`src/shared/ctx_claim_pkg.sv`:
```
// Package: register map, field layout and carriers for the context claim block
package ctx_claim_pkg;

    // --------------------------------------------------------------------
    // Sizes
    // --------------------------------------------------------------------
    localparam int NUM_CTX       = 5;
    localparam int CTX_ID_WIDTH  = 3;
    localparam int OBJ_WIDTH     = 12;
    localparam int PRIO_WIDTH    = 3;
    localparam int IDLE_WIDTH    = 24;
    localparam int IDLE_DIV      = 16;
    localparam int DIV_WIDTH     = 4;
    localparam int ADDR_WIDTH    = 8;

    // --------------------------------------------------------------------
    // Register byte offsets (per-context banks step by CTX_STRIDE)
    // --------------------------------------------------------------------
    localparam logic [7:0] TIMER_ENABLE_OFFSET = 8'h00;
    localparam logic [7:0] TIMER_CLEAR_OFFSET  = 8'h04;
    localparam logic [7:0] IDLE_COUNT_OFFSET   = 8'h08;
    localparam logic [7:0] CLAIM_BASE          = 8'h20;
    localparam logic [7:0] INHERIT_BASE        = 8'h40;
    localparam logic [7:0] PENDING_BASE        = 8'h60;
    localparam logic [7:0] IRQ_CONTROL_BASE    = 8'h80;
    localparam logic [7:0] IRQ_MAILBOX_BASE    = 8'hA0;
    localparam logic [7:0] CTX_STRIDE          = 8'h04;
    localparam logic [7:0] BANK_MASK           = 8'hE0;

    // --------------------------------------------------------------------
    // Field positions and values
    // --------------------------------------------------------------------
    localparam int IDLE_ENABLE_BIT   = 31;
    localparam int IDLE_CLEAR_BIT    = 31;
    localparam int IRQ_ENABLE_BIT    = 13;
    localparam int IRQ_STATUS_BIT    = 12;
    localparam int IRQ_PRIO_LSB      = 5;
    localparam int IRQ_PRIO_MSB      = 7;
    localparam logic [CTX_ID_WIDTH-1:0] MASTER_CTX = 3'h0;
    localparam logic [OBJ_WIDTH-1:0]    OBJ_NONE   = 12'h000;
    localparam logic [OBJ_WIDTH-1:0]    OBJ_SLEEP  = 12'hFFF;
    localparam logic [31:0]             RESET_WORD = 32'h00000000;
    localparam logic [31:0]             UNMAPPED_WORD = 32'h00000000;

    // Scheduler-facing view of one context
    typedef struct packed {
        logic [PRIO_WIDTH-1:0] effective_priority;
        logic                  held;
        logic                  make_not_ready;
        logic                  wake;
        logic                  irq_request;
        logic [PRIO_WIDTH-1:0] irq_priority;
    } sched_out_type;

    // Per-context inputs from the scheduler
    typedef struct packed {
        logic [PRIO_WIDTH-1:0] control_priority;
        logic [PRIO_WIDTH-1:0] status_level;
    } sched_in_type;

endpackage

```
`src/verilog/context_claim_idle_swint.sv`:
```
// Idle timer, resource claim with priority inheritance, software interrupts
//
// The Wishbone register port and the register offsets are this design's own decisions.
`timescale 1ns/100ps
`default_nettype none

module context_claim_idle_swint
    import ctx_claim_pkg::*;
#(
    parameter int NUM_CONTEXTS = NUM_CTX
)
(
    // Clock and reset
    input  wire logic                    ref_clk,
    input  wire logic                    reset,
    // Wishbone classic slave
    input  wire logic                    wb_cyc_i,
    input  wire logic                    wb_stb_i,
    input  wire logic                    wb_we_i,
    input  wire logic [ADDR_WIDTH-1:0]   wb_adr_i,
    input  wire logic [3:0]              wb_sel_i,
    input  wire logic [31:0]             wb_dat_i,
    input  wire logic [CTX_ID_WIDTH-1:0] bus_ctx_id,
    output logic [31:0]                  wb_dat_o,
    output logic                         wb_ack_o,
    // Scheduler link
    input  wire logic [NUM_CONTEXTS-1:0] ctx_active,
    input  wire sched_in_type            sched_in [NUM_CONTEXTS],
    output sched_out_type                sched_out [NUM_CONTEXTS]
);

    // --------------------------------------------------------------------
    // Bus decode
    // --------------------------------------------------------------------
    wire        bus_req   = wb_cyc_i && wb_stb_i && !wb_ack_o;
    wire        wr_req    = bus_req && wb_we_i;
    wire        rd_req    = bus_req && !wb_we_i;
    wire [7:0]  bank      = wb_adr_i & BANK_MASK;
    wire [2:0]  slot      = wb_adr_i[4:2];
    wire        slot_ok   = (32'(slot) < NUM_CONTEXTS) && (wb_adr_i[1:0] == 2'h0);
    wire        claim_ok  = slot_ok && (slot != MASTER_CTX);
    wire        hit_en    = (wb_adr_i == TIMER_ENABLE_OFFSET);
    wire        hit_clr   = (wb_adr_i == TIMER_CLEAR_OFFSET);
    wire        hit_idle  = (wb_adr_i == IDLE_COUNT_OFFSET);
    wire        hit_claim = (bank == CLAIM_BASE) && claim_ok;
    wire        hit_inh   = (bank == INHERIT_BASE) && claim_ok;
    wire        hit_pend  = (bank == PENDING_BASE) && claim_ok;
    wire        hit_ctl   = (bank == IRQ_CONTROL_BASE) && slot_ok;
    wire        hit_mbox  = (bank == IRQ_MAILBOX_BASE) && slot_ok;
    wire        full_word = (wb_sel_i == 4'hF);
    // Byte-lane merge: narrow writes only touch selected lanes
    wire [31:0] lane_mask = {{8{wb_sel_i[3]}}, {8{wb_sel_i[2]}}, {8{wb_sel_i[1]}}, {8{wb_sel_i[0]}}};

    // --------------------------------------------------------------------
    // Idle timer
    // --------------------------------------------------------------------
    logic                  idle_timer_enable;
    logic [DIV_WIDTH-1:0]  idle_div;
    logic [IDLE_WIDTH-1:0] idle_count;

    wire idle_timer_clear = wr_req && hit_clr && wb_sel_i[3] && wb_dat_i[IDLE_CLEAR_BIT];
    wire idle_run         = idle_timer_enable && (ctx_active == '0);
    wire idle_tick        = idle_run && (idle_div == DIV_WIDTH'(IDLE_DIV - 1));

    always_ff @(posedge ref_clk or posedge reset)
    begin
        if (reset)
            idle_timer_enable <= 1'b0;
        else if (wr_req && hit_en && wb_sel_i[3])
            idle_timer_enable <= wb_dat_i[IDLE_ENABLE_BIT];
    end

    // Only the clear strobe and the tick move the count; bus writes do not
    always_ff @(posedge ref_clk or posedge reset)
    begin
        if (reset)
        begin
            idle_div   <= '0;
            idle_count <= '0;
        end
        else if (idle_timer_clear)
        begin
            idle_div   <= '0;
            idle_count <= '0;
        end
        else if (idle_run)
        begin
            idle_div <= idle_div + DIV_WIDTH'(1);
            if (idle_tick)
                idle_count <= idle_count + IDLE_WIDTH'(1);
        end
    end

    // --------------------------------------------------------------------
    // Claim, pending and inheritance state
    // --------------------------------------------------------------------
    logic [OBJ_WIDTH-1:0]    claim_obj [NUM_CONTEXTS];
    logic [PRIO_WIDTH-1:0]   inherit   [NUM_CONTEXTS];
    logic [NUM_CONTEXTS-1:0] pending   [NUM_CONTEXTS];
    logic [NUM_CONTEXTS-1:0] not_ready_pulse;
    logic [PRIO_WIDTH-1:0]   eff_prio  [NUM_CONTEXTS];

    // Only the owning context may write its claim register
    wire        claim_wr  = wr_req && hit_claim && full_word && (bus_ctx_id == slot);
    wire [OBJ_WIDTH-1:0] claim_val = wb_dat_i[OBJ_WIDTH-1:0];
    wire        claim_rel = claim_wr && ((claim_val == OBJ_NONE) || (claim_val == OBJ_SLEEP));
    wire        claim_new = claim_wr && !claim_rel;

    // Holder lookup: lowest-numbered match wins, one bus write per cycle
    // already serialises claims, so contention is settled here
    logic                    held_found;
    logic [CTX_ID_WIDTH-1:0] holder;
    always_comb
    begin
        held_found = 1'b0;
        holder     = MASTER_CTX;
        for (int c = NUM_CONTEXTS - 1; c >= 1; c--)
        begin
            if ((c != 32'(slot)) && (claim_obj[c] == claim_val))
            begin
                held_found = 1'b1;
                holder     = CTX_ID_WIDTH'(c);
            end
        end
    end

    wire claim_take     = claim_new && !held_found;
    wire claim_conflict = claim_new && held_found;

    generate
        for (genvar c = 0; c < NUM_CONTEXTS; c++)
        begin : g_ctx
            if (c == 0)
            begin : g_master
                // Master has no claim set
                assign claim_obj[c]       = OBJ_NONE;
                assign inherit[c]         = '0;
                assign pending[c]         = '0;
                assign not_ready_pulse[c] = 1'b0;
            end
            else
            begin : g_claim
                wire own_wr  = (32'(slot) == c);
                wire is_hold = claim_conflict && (32'(holder) == c);
                always_ff @(posedge ref_clk or posedge reset)
                begin
                    if (reset)
                    begin
                        claim_obj[c]       <= OBJ_NONE;
                        inherit[c]         <= '0;
                        pending[c]         <= '0;
                        not_ready_pulse[c] <= 1'b0;
                    end
                    else
                    begin
                        not_ready_pulse[c] <= claim_rel && own_wr && (claim_val == OBJ_SLEEP);
                        if (claim_rel && own_wr)
                        begin
                            claim_obj[c] <= OBJ_NONE;
                            inherit[c]   <= '0;
                            pending[c]   <= '0;
                        end
                        else if (claim_take && own_wr)
                            claim_obj[c] <= claim_val;
                        else if (is_hold)
                        begin
                            pending[c][slot] <= 1'b1;
                            if (eff_prio[slot] > inherit[c])
                                inherit[c] <= eff_prio[slot];
                        end
                    end
                end
            end
        end
    endgenerate

    // --------------------------------------------------------------------
    // Software interrupts
    // --------------------------------------------------------------------
    logic                  irq_enable [NUM_CONTEXTS];
    logic                  irq_status [NUM_CONTEXTS];
    logic [PRIO_WIDTH-1:0] irq_prio   [NUM_CONTEXTS];
    logic [31:0]           mailbox    [NUM_CONTEXTS];

    wire ctl_wr_ok = wr_req && hit_ctl && ((bus_ctx_id == MASTER_CTX) || (bus_ctx_id == slot));
    wire mbox_wr   = wr_req && hit_mbox;
    wire ctl_rd    = rd_req && hit_ctl;

    generate
        for (genvar c = 0; c < NUM_CONTEXTS; c++)
        begin : g_irq
            wire sel_me = (32'(slot) == c);
            always_ff @(posedge ref_clk or posedge reset)
            begin
                if (reset)
                begin
                    irq_enable[c] <= 1'b0;
                    irq_prio[c]   <= '0;
                    irq_status[c] <= 1'b0;
                    mailbox[c]    <= RESET_WORD;
                end
                else
                begin
                    if (ctl_wr_ok && sel_me && wb_sel_i[1])
                        irq_enable[c] <= wb_dat_i[IRQ_ENABLE_BIT];
                    if (ctl_wr_ok && sel_me && wb_sel_i[0])
                        irq_prio[c] <= wb_dat_i[IRQ_PRIO_MSB:IRQ_PRIO_LSB];
                    // A new actuation in the same cycle as the acknowledging read wins
                    if (mbox_wr && sel_me)
                        irq_status[c] <= 1'b1;
                    else if (ctl_rd && sel_me)
                        irq_status[c] <= 1'b0;
                    if (mbox_wr && sel_me)
                        mailbox[c] <= (mailbox[c] & ~lane_mask) | (wb_dat_i & lane_mask);
                end
            end

            // Effective priority and scheduler outputs
            assign eff_prio[c] = (inherit[c] > sched_in[c].control_priority) ?
                                 inherit[c] : sched_in[c].control_priority;
            wire deliver = irq_status[c] && irq_enable[c] &&
                           (irq_prio[c] > sched_in[c].status_level);
            wire held_c;
            if (c == 0)
            begin : g_nohold
                assign held_c = 1'b0;
            end
            else
            begin : g_hold
                logic any_hold;
                always_comb
                begin
                    any_hold = 1'b0;
                    for (int h = 1; h < NUM_CONTEXTS; h++)
                        any_hold = any_hold | pending[h][c];
                end
                assign held_c = any_hold;
            end
            assign sched_out[c] = '{effective_priority: eff_prio[c],
                                    held:               held_c,
                                    make_not_ready:     not_ready_pulse[c],
                                    wake:               deliver,
                                    irq_request:        deliver,
                                    irq_priority:       irq_prio[c]};
        end
    endgenerate

    // --------------------------------------------------------------------
    // Read mux and acknowledge
    // --------------------------------------------------------------------
    logic [31:0] read_word;
    always_comb
    begin
        read_word = UNMAPPED_WORD;
        if (hit_en)
            read_word[IDLE_ENABLE_BIT] = idle_timer_enable;
        else if (hit_clr)
            read_word = RESET_WORD;
        else if (hit_idle)
            read_word[IDLE_WIDTH-1:0] = idle_count;
        else if (hit_claim)
            read_word[OBJ_WIDTH-1:0] = claim_obj[slot];
        else if (hit_inh)
            read_word[PRIO_WIDTH-1:0] = inherit[slot];
        else if (hit_pend)
            read_word[NUM_CONTEXTS-1:0] = pending[slot];
        else if (hit_ctl)
        begin
            read_word[IRQ_ENABLE_BIT]              = irq_enable[slot];
            read_word[IRQ_STATUS_BIT]              = irq_status[slot];
            read_word[IRQ_PRIO_MSB:IRQ_PRIO_LSB]   = irq_prio[slot];
        end
        else if (hit_mbox)
            read_word = mailbox[slot];
    end

    // Unmapped addresses still ack and read zero, so the bus never hangs
    always_ff @(posedge ref_clk or posedge reset)
    begin
        if (reset)
        begin
            wb_ack_o <= 1'b0;
            wb_dat_o <= RESET_WORD;
        end
        else
        begin
            wb_ack_o <= bus_req;
            wb_dat_o <= rd_req ? read_word : RESET_WORD;
        end
    end

    // --------------------------------------------------------------------
    // Assertions
    // --------------------------------------------------------------------
    a_idle_hold_busy: assert property (@(posedge ref_clk) disable iff (reset)
        (!idle_run && !idle_timer_clear) |=> $stable(idle_count))
        else $error("idle count moved while busy or disabled");
    a_idle_clear_zero: assert property (@(posedge ref_clk) disable iff (reset)
        idle_timer_clear |=> (idle_count == '0))
        else $error("idle clear did not zero count");
    a_idle_tick_rate: assert property (@(posedge ref_clk) disable iff (reset)
        ($changed(idle_count) && !$past(idle_timer_clear)) |-> ($past(idle_div) == DIV_WIDTH'(IDLE_DIV - 1)))
        else $error("idle count ticked off the sixteen-cycle boundary");
    a_idle_step_one: assert property (@(posedge ref_clk) disable iff (reset)
        (idle_tick && !idle_timer_clear) |=> (idle_count == $past(idle_count) + IDLE_WIDTH'(1)))
        else $error("idle count step wrong");
    a_ack_one_cycle: assert property (@(posedge ref_clk) disable iff (reset)
        wb_ack_o |=> !wb_ack_o)
        else $error("ack held more than one cycle");
    a_ack_answer: assert property (@(posedge ref_clk) disable iff (reset)
        bus_req |=> wb_ack_o)
        else $error("request not acknowledged in the next cycle");
    a_inherit_ro: assert property (@(posedge ref_clk) disable iff (reset)
        (wr_req && hit_inh) |=> (inherit[$past(slot)] == $past(inherit[slot])))
        else $error("inherited priority changed by a bus write");
    a_pending_ro: assert property (@(posedge ref_clk) disable iff (reset)
        (wr_req && hit_pend) |=> (pending[$past(slot)] == $past(pending[slot])))
        else $error("pending flags changed by a bus write");
    a_claim_foreign: assert property (@(posedge ref_clk) disable iff (reset)
        (wr_req && hit_claim && bus_ctx_id != slot) |=> (claim_obj[$past(slot)] == $past(claim_obj[slot])))
        else $error("claim changed by a foreign context");
    a_swirq_ack_clear: assert property (@(posedge ref_clk) disable iff (reset)
        ctl_rd |=> !irq_status[$past(slot)])
        else $error("control read did not clear interrupt status");
    a_ctl_guard: assert property (@(posedge ref_clk) disable iff (reset)
        (wr_req && hit_ctl && bus_ctx_id != MASTER_CTX && bus_ctx_id != slot)
            |=> (irq_prio[$past(slot)] == $past(irq_prio[slot])))
        else $error("control changed by an unauthorised context");
    a_claim_conflict_pend: assert property (@(posedge ref_clk) disable iff (reset)
        claim_conflict |=> pending[$past(holder)][$past(slot)])
        else $error("conflicting claim did not set pending");
    a_claim_release_clr: assert property (@(posedge ref_clk) disable iff (reset)
        (claim_rel && slot != MASTER_CTX) |=> (claim_obj[$past(slot)] == OBJ_NONE && pending[$past(slot)] == '0))
        else $error("release did not clear claim state");
    a_inherit_raise: assert property (@(posedge ref_clk) disable iff (reset)
        claim_conflict |=> (inherit[$past(holder)] >= $past(eff_prio[slot])))
        else $error("holder did not inherit priority");
    a_swirq_raise: assert property (@(posedge ref_clk) disable iff (reset)
        mbox_wr |=> irq_status[$past(slot)])
        else $error("actuation did not raise status");
    a_sleep_not_ready: assert property (@(posedge ref_clk) disable iff (reset)
        (claim_rel && claim_val == OBJ_SLEEP && slot != MASTER_CTX) |=> not_ready_pulse[$past(slot)])
        else $error("all-ones write did not request not ready");

    c_claim_conflict: cover property (@(posedge ref_clk) disable iff (reset) claim_conflict);
    c_claim_release:  cover property (@(posedge ref_clk) disable iff (reset) claim_rel);
    c_idle_tick:      cover property (@(posedge ref_clk) disable iff (reset) idle_tick);
    c_swirq_ack:      cover property (@(posedge ref_clk) disable iff (reset) mbox_wr ##[1:20] ctl_rd);
    c_sleep_request:  cover property (@(posedge ref_clk) disable iff (reset) not_ready_pulse != '0);

endmodule

`default_nettype wire

```
`config.mk`:
```
export PLATFORM = sky130hd
export DESIGN_NAME = context_claim_idle_swint
export DESIGN_NICKNAME = d
export VERILOG_FILES = /design/src/shared/ctx_claim_pkg.sv /design/src/verilog/context_claim_idle_swint.sv
export SDC_FILE = /design/constraint.sdc
export NUM_CORES = 1
export LEC_CHECK = 0
export ABC_AREA = 1
export ABC_CLOCK_PERIOD_IN_PS = 30500
export BUFFER_PORTS_ARGS = -buffer_cell sky130_fd_sc_hd__buf_2
export CAP_MARGIN = 5
export CORE_ASPECT_RATIO = 0.7
export CORE_UTILIZATION = 60
export CTS_BUF_LIST = sky130_fd_sc_hd__clkbuf_2 sky130_fd_sc_hd__clkbuf_4 sky130_fd_sc_hd__clkbuf_8
export DETAILED_ROUTE_END_ITERATION = 16
export PLACE_DENSITY = 0.78
export SETUP_SLACK_MARGIN = 0.2
export SKIP_LAST_GASP = 1
export SLEW_MARGIN = 20
export SYNTH_ARGS = -nofsm -noshare
export SYNTH_HDL_FRONTEND = slang
export SYNTH_SLANG_ARGS = --single-unit
export TNS_END_PERCENT = 5
```
`constraint.sdc`:
```
create_clock -name ref_clk -period 30.5 [get_ports ref_clk]
set_clock_uncertainty 0.2 [all_clocks]
set_input_delay 1.525 -clock ref_clk [delete_from_list [all_inputs] [get_ports ref_clk]]
set_output_delay 1.525 -clock ref_clk [all_outputs]
set_load 0.005 [all_outputs]
```
Word level (Yosys, flattened, before mapping):

Cells that the tools add are included.

* flip-flop bits (word level): 331
* word-level logic and storage cells: 367
* output and inout bits: 83

* equality and inequality tests: 31
* add/subtract/negate cells: 2
* muxes and demuxes: 120
* bitwise gates (word level): 29
* reduce and logical (&&, ||, !) cells: 126
* magnitude comparators: 18

Operators by type and width (number)
* $mux 32: 12
* $and 32x32->32: 6
* $or 32x32->32: 5
* $mux 12: 11
* $mux 5: 21
* $mux 3: 33
* $bmux 32 s3: 1
* $mux 24: 4
* $logic_and 1x1->1: 85
* $eq 12x12->1: 4
* $gt 3x3->1: 13
* $reduce_bool 2->1: 19
* $bmux 12 s3: 1
* $not 32->32: 1
* $mux 31: 1
* $mux 29: 1
* $bmux 3 s3: 3
* $mux 27: 1
* $add 24x1->24 const B: 1
* $mux 1: 20
* $mux 20: 1
* $or 5x5->5: 4
* $eq 3x2->1 const B: 6
* $mux 18: 1
* other kinds (35): 71

Depth between registers and ports, before layout:

* word-level depth: 25
* mapped depth: 22
* depth with buffers taken out: 22

Worst setup path before layout:

Ideal clock, no wire load.

* kind: input -> register
* start point: in sched_in[23] (netlist name)
* end point: reg inherit[8] (netlist name)
* library setup time: 121 ps
* slack: 26254 ps
* data arrival time: 3925 ps
* cell stages on the path: 14
* cell sequence: inv_1 -> ha_1 -> a21oi_1 -> nand2_1 -> o21ai_0 -> o21ai_0 -> o21ai_0 -> ha_1 -> nand2_1 -> or2_2 -> a32oi_1 -> nand3_1 -> o21ai_0 -> nor2_1

RTL lines
* start: declaration: line context_claim_idle_swint.sv:28 `input wire sched_in_type sched_in [NUM_CONTEXTS],`
* end signal: indexed assignment: line context_claim_idle_swint.sv:169 `inherit[c] <= eff_prio[slot];`
* end: declaration: line context_claim_idle_swint.sv:98 `logic [PRIO_WIDTH-1:0] inherit [NUM_CONTEXTS];`

Worst setup path after layout:

* start point: in wb_adr_i[4]
* end point: reg inherit[9] (netlist name)

* cells in the longest elaborated chain, start to end: 14
* elaborated cells between the ends (all ways): 49

RTL lines
* start: declaration: line context_claim_idle_swint.sv:20 `input wire logic [ADDR_WIDTH-1:0] wb_adr_i,`
* $lt 3x3->1: line context_claim_idle_swint.sv:40 `wire slot_ok = (32'(slot) < NUM_CONTEXTS) && (wb_adr_i[1:0] == 2'h0);`
* $logic_and 1x1->1: line context_claim_idle_swint.sv:40
* $logic_and 1x1->1: line context_claim_idle_swint.sv:41 `wire claim_ok = slot_ok && (slot != MASTER_CTX);`
* $logic_and 1x1->1: line context_claim_idle_swint.sv:45 `wire hit_claim = (bank == CLAIM_BASE) && claim_ok;`
* $logic_and 1x1->1 (3 in a row): line context_claim_idle_swint.sv:104 `wire claim_wr = wr_req && hit_claim && full_word && (bus_ctx_id == slot);`
* $logic_and 1x1->1: line context_claim_idle_swint.sv:106 `wire claim_rel = claim_wr && ((claim_val == OBJ_NONE) || (claim_val == OBJ_SLEEP));`
* $logic_not 1->1: line context_claim_idle_swint.sv:107 `wire claim_new = claim_wr && !claim_rel;`
* $logic_and 1x1->1: line context_claim_idle_swint.sv:107
* $logic_and 1x1->1 (on tied branches): line context_claim_idle_swint.sv:127, context_claim_idle_swint.sv:128
* $logic_and 1x1->1 (on tied branches): line context_claim_idle_swint.sv:163, context_claim_idle_swint.sv:144
* $ne 2x2->1 (no source line) or $reduce_bool 2->1 (tied branches)
* $reduce_and 3->1 (no source line)

Several ways; a longest one is shown, not always the timed one. The select of a mux whose other input is x is not followed.
A chain may end at the register's enable or synchronous reset.

==> results_dict.tcl <==
set metrics [dict create \
    final.period_utilization_pct 16.2 \
    postSynthRegisterBits 331 \
    outcome "complete, no violations" \
    synth_compound_area_share_pct 15.5 \
    r2r_start "inherit[2]" \
    final_core_util_pct 68.0 \
    maxSlewViolCount 0 \
    clk_pin_slew_ns 0.06 \
    whs_path_depth 2 \
    fin_ws_ns 25.56 \
    syn_avg_cell_area_um2 7.87 \
    grt_pass1_wl_um 90100 \
    cap_violations 0 \
    synthAdderAreaFrac_pct 2.86 \
    route.final.wire_length_um 57500 \
    rsz0062_at_grt "false" \
    via_count 17264 \
    nNetsFinal 2509 \
    ys.flop_type "dfrtp_1" \
    switching_power_mw 0.241 \
    synth.distinct_cells 57 \
    worst_ep_required_time_ns 30.78 \
    ctsLongestPathBuffers 3 \
    slew_headroom_pct 32.6 \
    powerDensity_mw_per_mm2 47.1 \
    hold_class "reg -> reg" \
    syn_area_mm2 0.0180 \
    critPathKind "in -> reg" \
    r2r_slack_ns 26.83 \
    core_mm2 0.0291 \
    finalSetupViolations 0 \
    muxShareOfSynthArea_pct 0 \
    routed_via_density 6.17 \
    die_w_um 209 \
    antenna_found_initial 3 \
    hold_viol 0 \
    grt-busiest-layer "met1" \
    finalCriticalPeriod_ns 4.94 \
    grt.met2_usage_pct 54.1 \
    track_usage_pct 37.7 \
    antenna_left 0 \
    tns_ns 0 \
    cts_inserted_buffers 50 \
    hp-start "pending[4]" \
    io_pins 170 \
    place_ws_ns 25.16 \
    cts_tree "yes" \
    grt_max_degree 112 \
    synth_top_family_by_area "simple AND/OR/NAND/NOR gates" \
    yosysWarningCount 0 \
    drt_iter0_markers 2046 \
    syn2layout_area_growth_pct 10.5 \
    end_kind "flop" \
    async_reset_ff_share_pct 100 \
    clock_power_share_pct 44.5 \
    die-area_mm2 0.0306 \
    place.gp.congestion 0.968 \
    fp.dieH_um 147 \
    vdd_drop_max_mv 0.0440 \
    dp_hpwl_um 39300 \
    leakage_nw 9.90 \
    pwr-share-comb_pct 8.2 \
    drcViolationCount 0 \
    start_kind "primary input" \
    port_buffers 167 \
    cts_resized 0 \
    htreeDepth 2 \
    initial_core_util_pct 61.6 \
    hold_buffers 0 \
    crit_arrival_ns 5.22 \
    clk_latency_ns 0.61 \
    internal_power_mw 0.694 \
    synth-xor-area-share_pct 1.51 \
    drive_above_1_share_pct 14.3 \
    worst_slew_pin_slew_ns 1.01 \
    grt_overflow_total 0 \
    timing.fmax_ghz 0.203 \
    use_met3_pct 9.64 \
    wl_per_cell_um 20.5 \
    first_pass_iters 6 \
    synthSimpleGateAreaFrac_pct 25.7 \
    r2r_end "inherit[9]" \
    synth-edff-count 0 \
    cts-root-buf "clkbuf_8" \
    seq_area_frac_synth_pct 46.1 \
    syn_inst 2282 \
    min_to "pending[4]" \
    met1_usage_pct 56.9 \
    cts_sinks 331 \
    p_seq_share_pct 47.2 \
    cts_setup_buffers 0 \
    power.share.switching_pct 25.8 \
    core.rowCount 52 \
    ff2ff_path_depth 18 \
    crit_fanout 36 \
    first_global_vias 16121 \
]
[cells by family (layout without fill, tap and decap cells)]
group,count (synthesis),after routing
buffers and inverters,349,485
xor gates and xnor gates,31,31
AOI/OAI and AO/OA,492,492
DFF,331,331
other,1,4
adders and majority gates,41,41
and+or+nand+nor,1037,1037
[layer usage]
layer | vias up | wire, µm
met5 | - | 13
met2 | 1055 | 24300
li1 | 7826 | -
met1 | 8268 | 24900
met3 | 113 | 7210
met4 | 2 | 1070
[metrics by stage]
stage / cell area (µm²) / instances / hold slack [ns] / total power, mW
global placement: 18700 / 2707 / 0.250 / 0.523
CTS: 19800 / 2797 / 0.270 / 0.933
detailed placement: 18700 / 2707 / 0.256 / 0.524
floorplan: 18000 / 2283 / 0.236 / 0.498
global route: 19800 / 2799 / 0.304 / 0.960
finish: 19800 / 2799 / 0.268 / 0.934
[cell type report]
class                      count  area, µm²
timing repair buffer         178        922
antenna                        2       5.00
clock buffer                  75        982
clock inverter                15        156
sequential                   331       8280
multi-input combinational   1603       8180
inverter                     217        830
tap                          378        473
fill                        2490       9320
[worst max-delay path by stage]
| stage | cells past startpoint | endpoint | start | slack, ns |
|---|---|---|---|---|
| 3_3_place_gp | 12 | inherit[8] | wb_adr_i[4] | 25.21 |
| 2_1_floorplan | 1 | async pin | reset | 19.61 |
| 6_report | 16 | inherit[9] | wb_adr_i[4] | 25.56 |
| 4_1_cts | 14 | inherit[8] | wb_adr_i[4] | 25.75 |
| 5_1_grt | 16 | inherit[4] | wb_adr_i[4] | 25.36 |
| 3_5_place_dp | 12 | inherit[8] | wb_adr_i[4] | 25.16 |
[synthesized netlist by cell type (14+ instances only)]
library cell / number / share of area, %
a21oi_1: 90 / 2.5
buf_2: 40 / 1.1
o221ai_1: 18 / 0.88
inv_1: 201 / 4.2
clkbuf_1: 57 / 1.2
xnor2_1: 25 / 1.2
o22ai_1: 43 / 1.5
a211oi_1: 14 / 0.59
o21ai_1: 61 / 1.7
buf_4: 27 / 1.1
nor3_1: 22 / 0.61
or2_2: 24 / 0.84
ha_1: 41 / 2.9
dfrtp_1: 331 / 46
nand3_1: 133 / 3.7
nand2_1: 576 / 12
nor2_1: 150 / 3.1
o21ai_0: 216 / 6.0
nand4_1: 76 / 2.6
[placed cells by master (no fill, tap or decap), types with 5 or more instances in the layout]
cell type,count
xor2_1,6
clkbuf_4,8
nand2_1,576
nor4_1,8
nor3_1,22
a21oi_1,90
nor2_1,150
clkbuf_8,67
o31ai_1,6
o22ai_1,43
nand4_1,76
inv_1,200
buf_2,167
inv_2,12
xnor2_1,25
a311oi_1,5
o21ai_0,216
nand4_2,6
or2_2,24
nand2_2,5
o21ai_1,61
o211ai_1,5
clkinv_2,10
o221ai_1,18
and2_1,6
ha_1,41
a211oi_1,14
nor2_2,7
o31a_1,6
nor2_4,10
dfrtp_1,331
nand3_1,133
buf_4,10
[worst max-delay path: stages]
cell and delay [ns]:
buf_2 0.08, buf_4 0.42, nand2_1 0.73, inv_2 0.86
nand2_1 0.11, o21ai_0 0.11, buf_4 0.19, ha_1 0.16
nand2_1 0.05, nor2_1 0.08, nor2_1 0.05, a32o_1 0.20
nor3_2 0.33, nand2_1 0.11, nand2_1 0.09, nor2_1 0.05
[power by group through the flow]
| stage | clock network [mW] | logic [mW] | registers, mW |
|---|---|---|---|
| after floorplan | 0 | 0.0487 | 0.450 |
| after global placement | 0 | 0.0733 | 0.449 |
| after detailed placement | 0 | 0.0749 | 0.450 |
| after CTS | 0.416 | 0.0753 | 0.441 |
| after global routing | 0.435 | 0.0841 | 0.441 |
| final | 0.416 | 0.0771 | 0.441 |
Note: power is estimated with default switching activity, not from simulation.
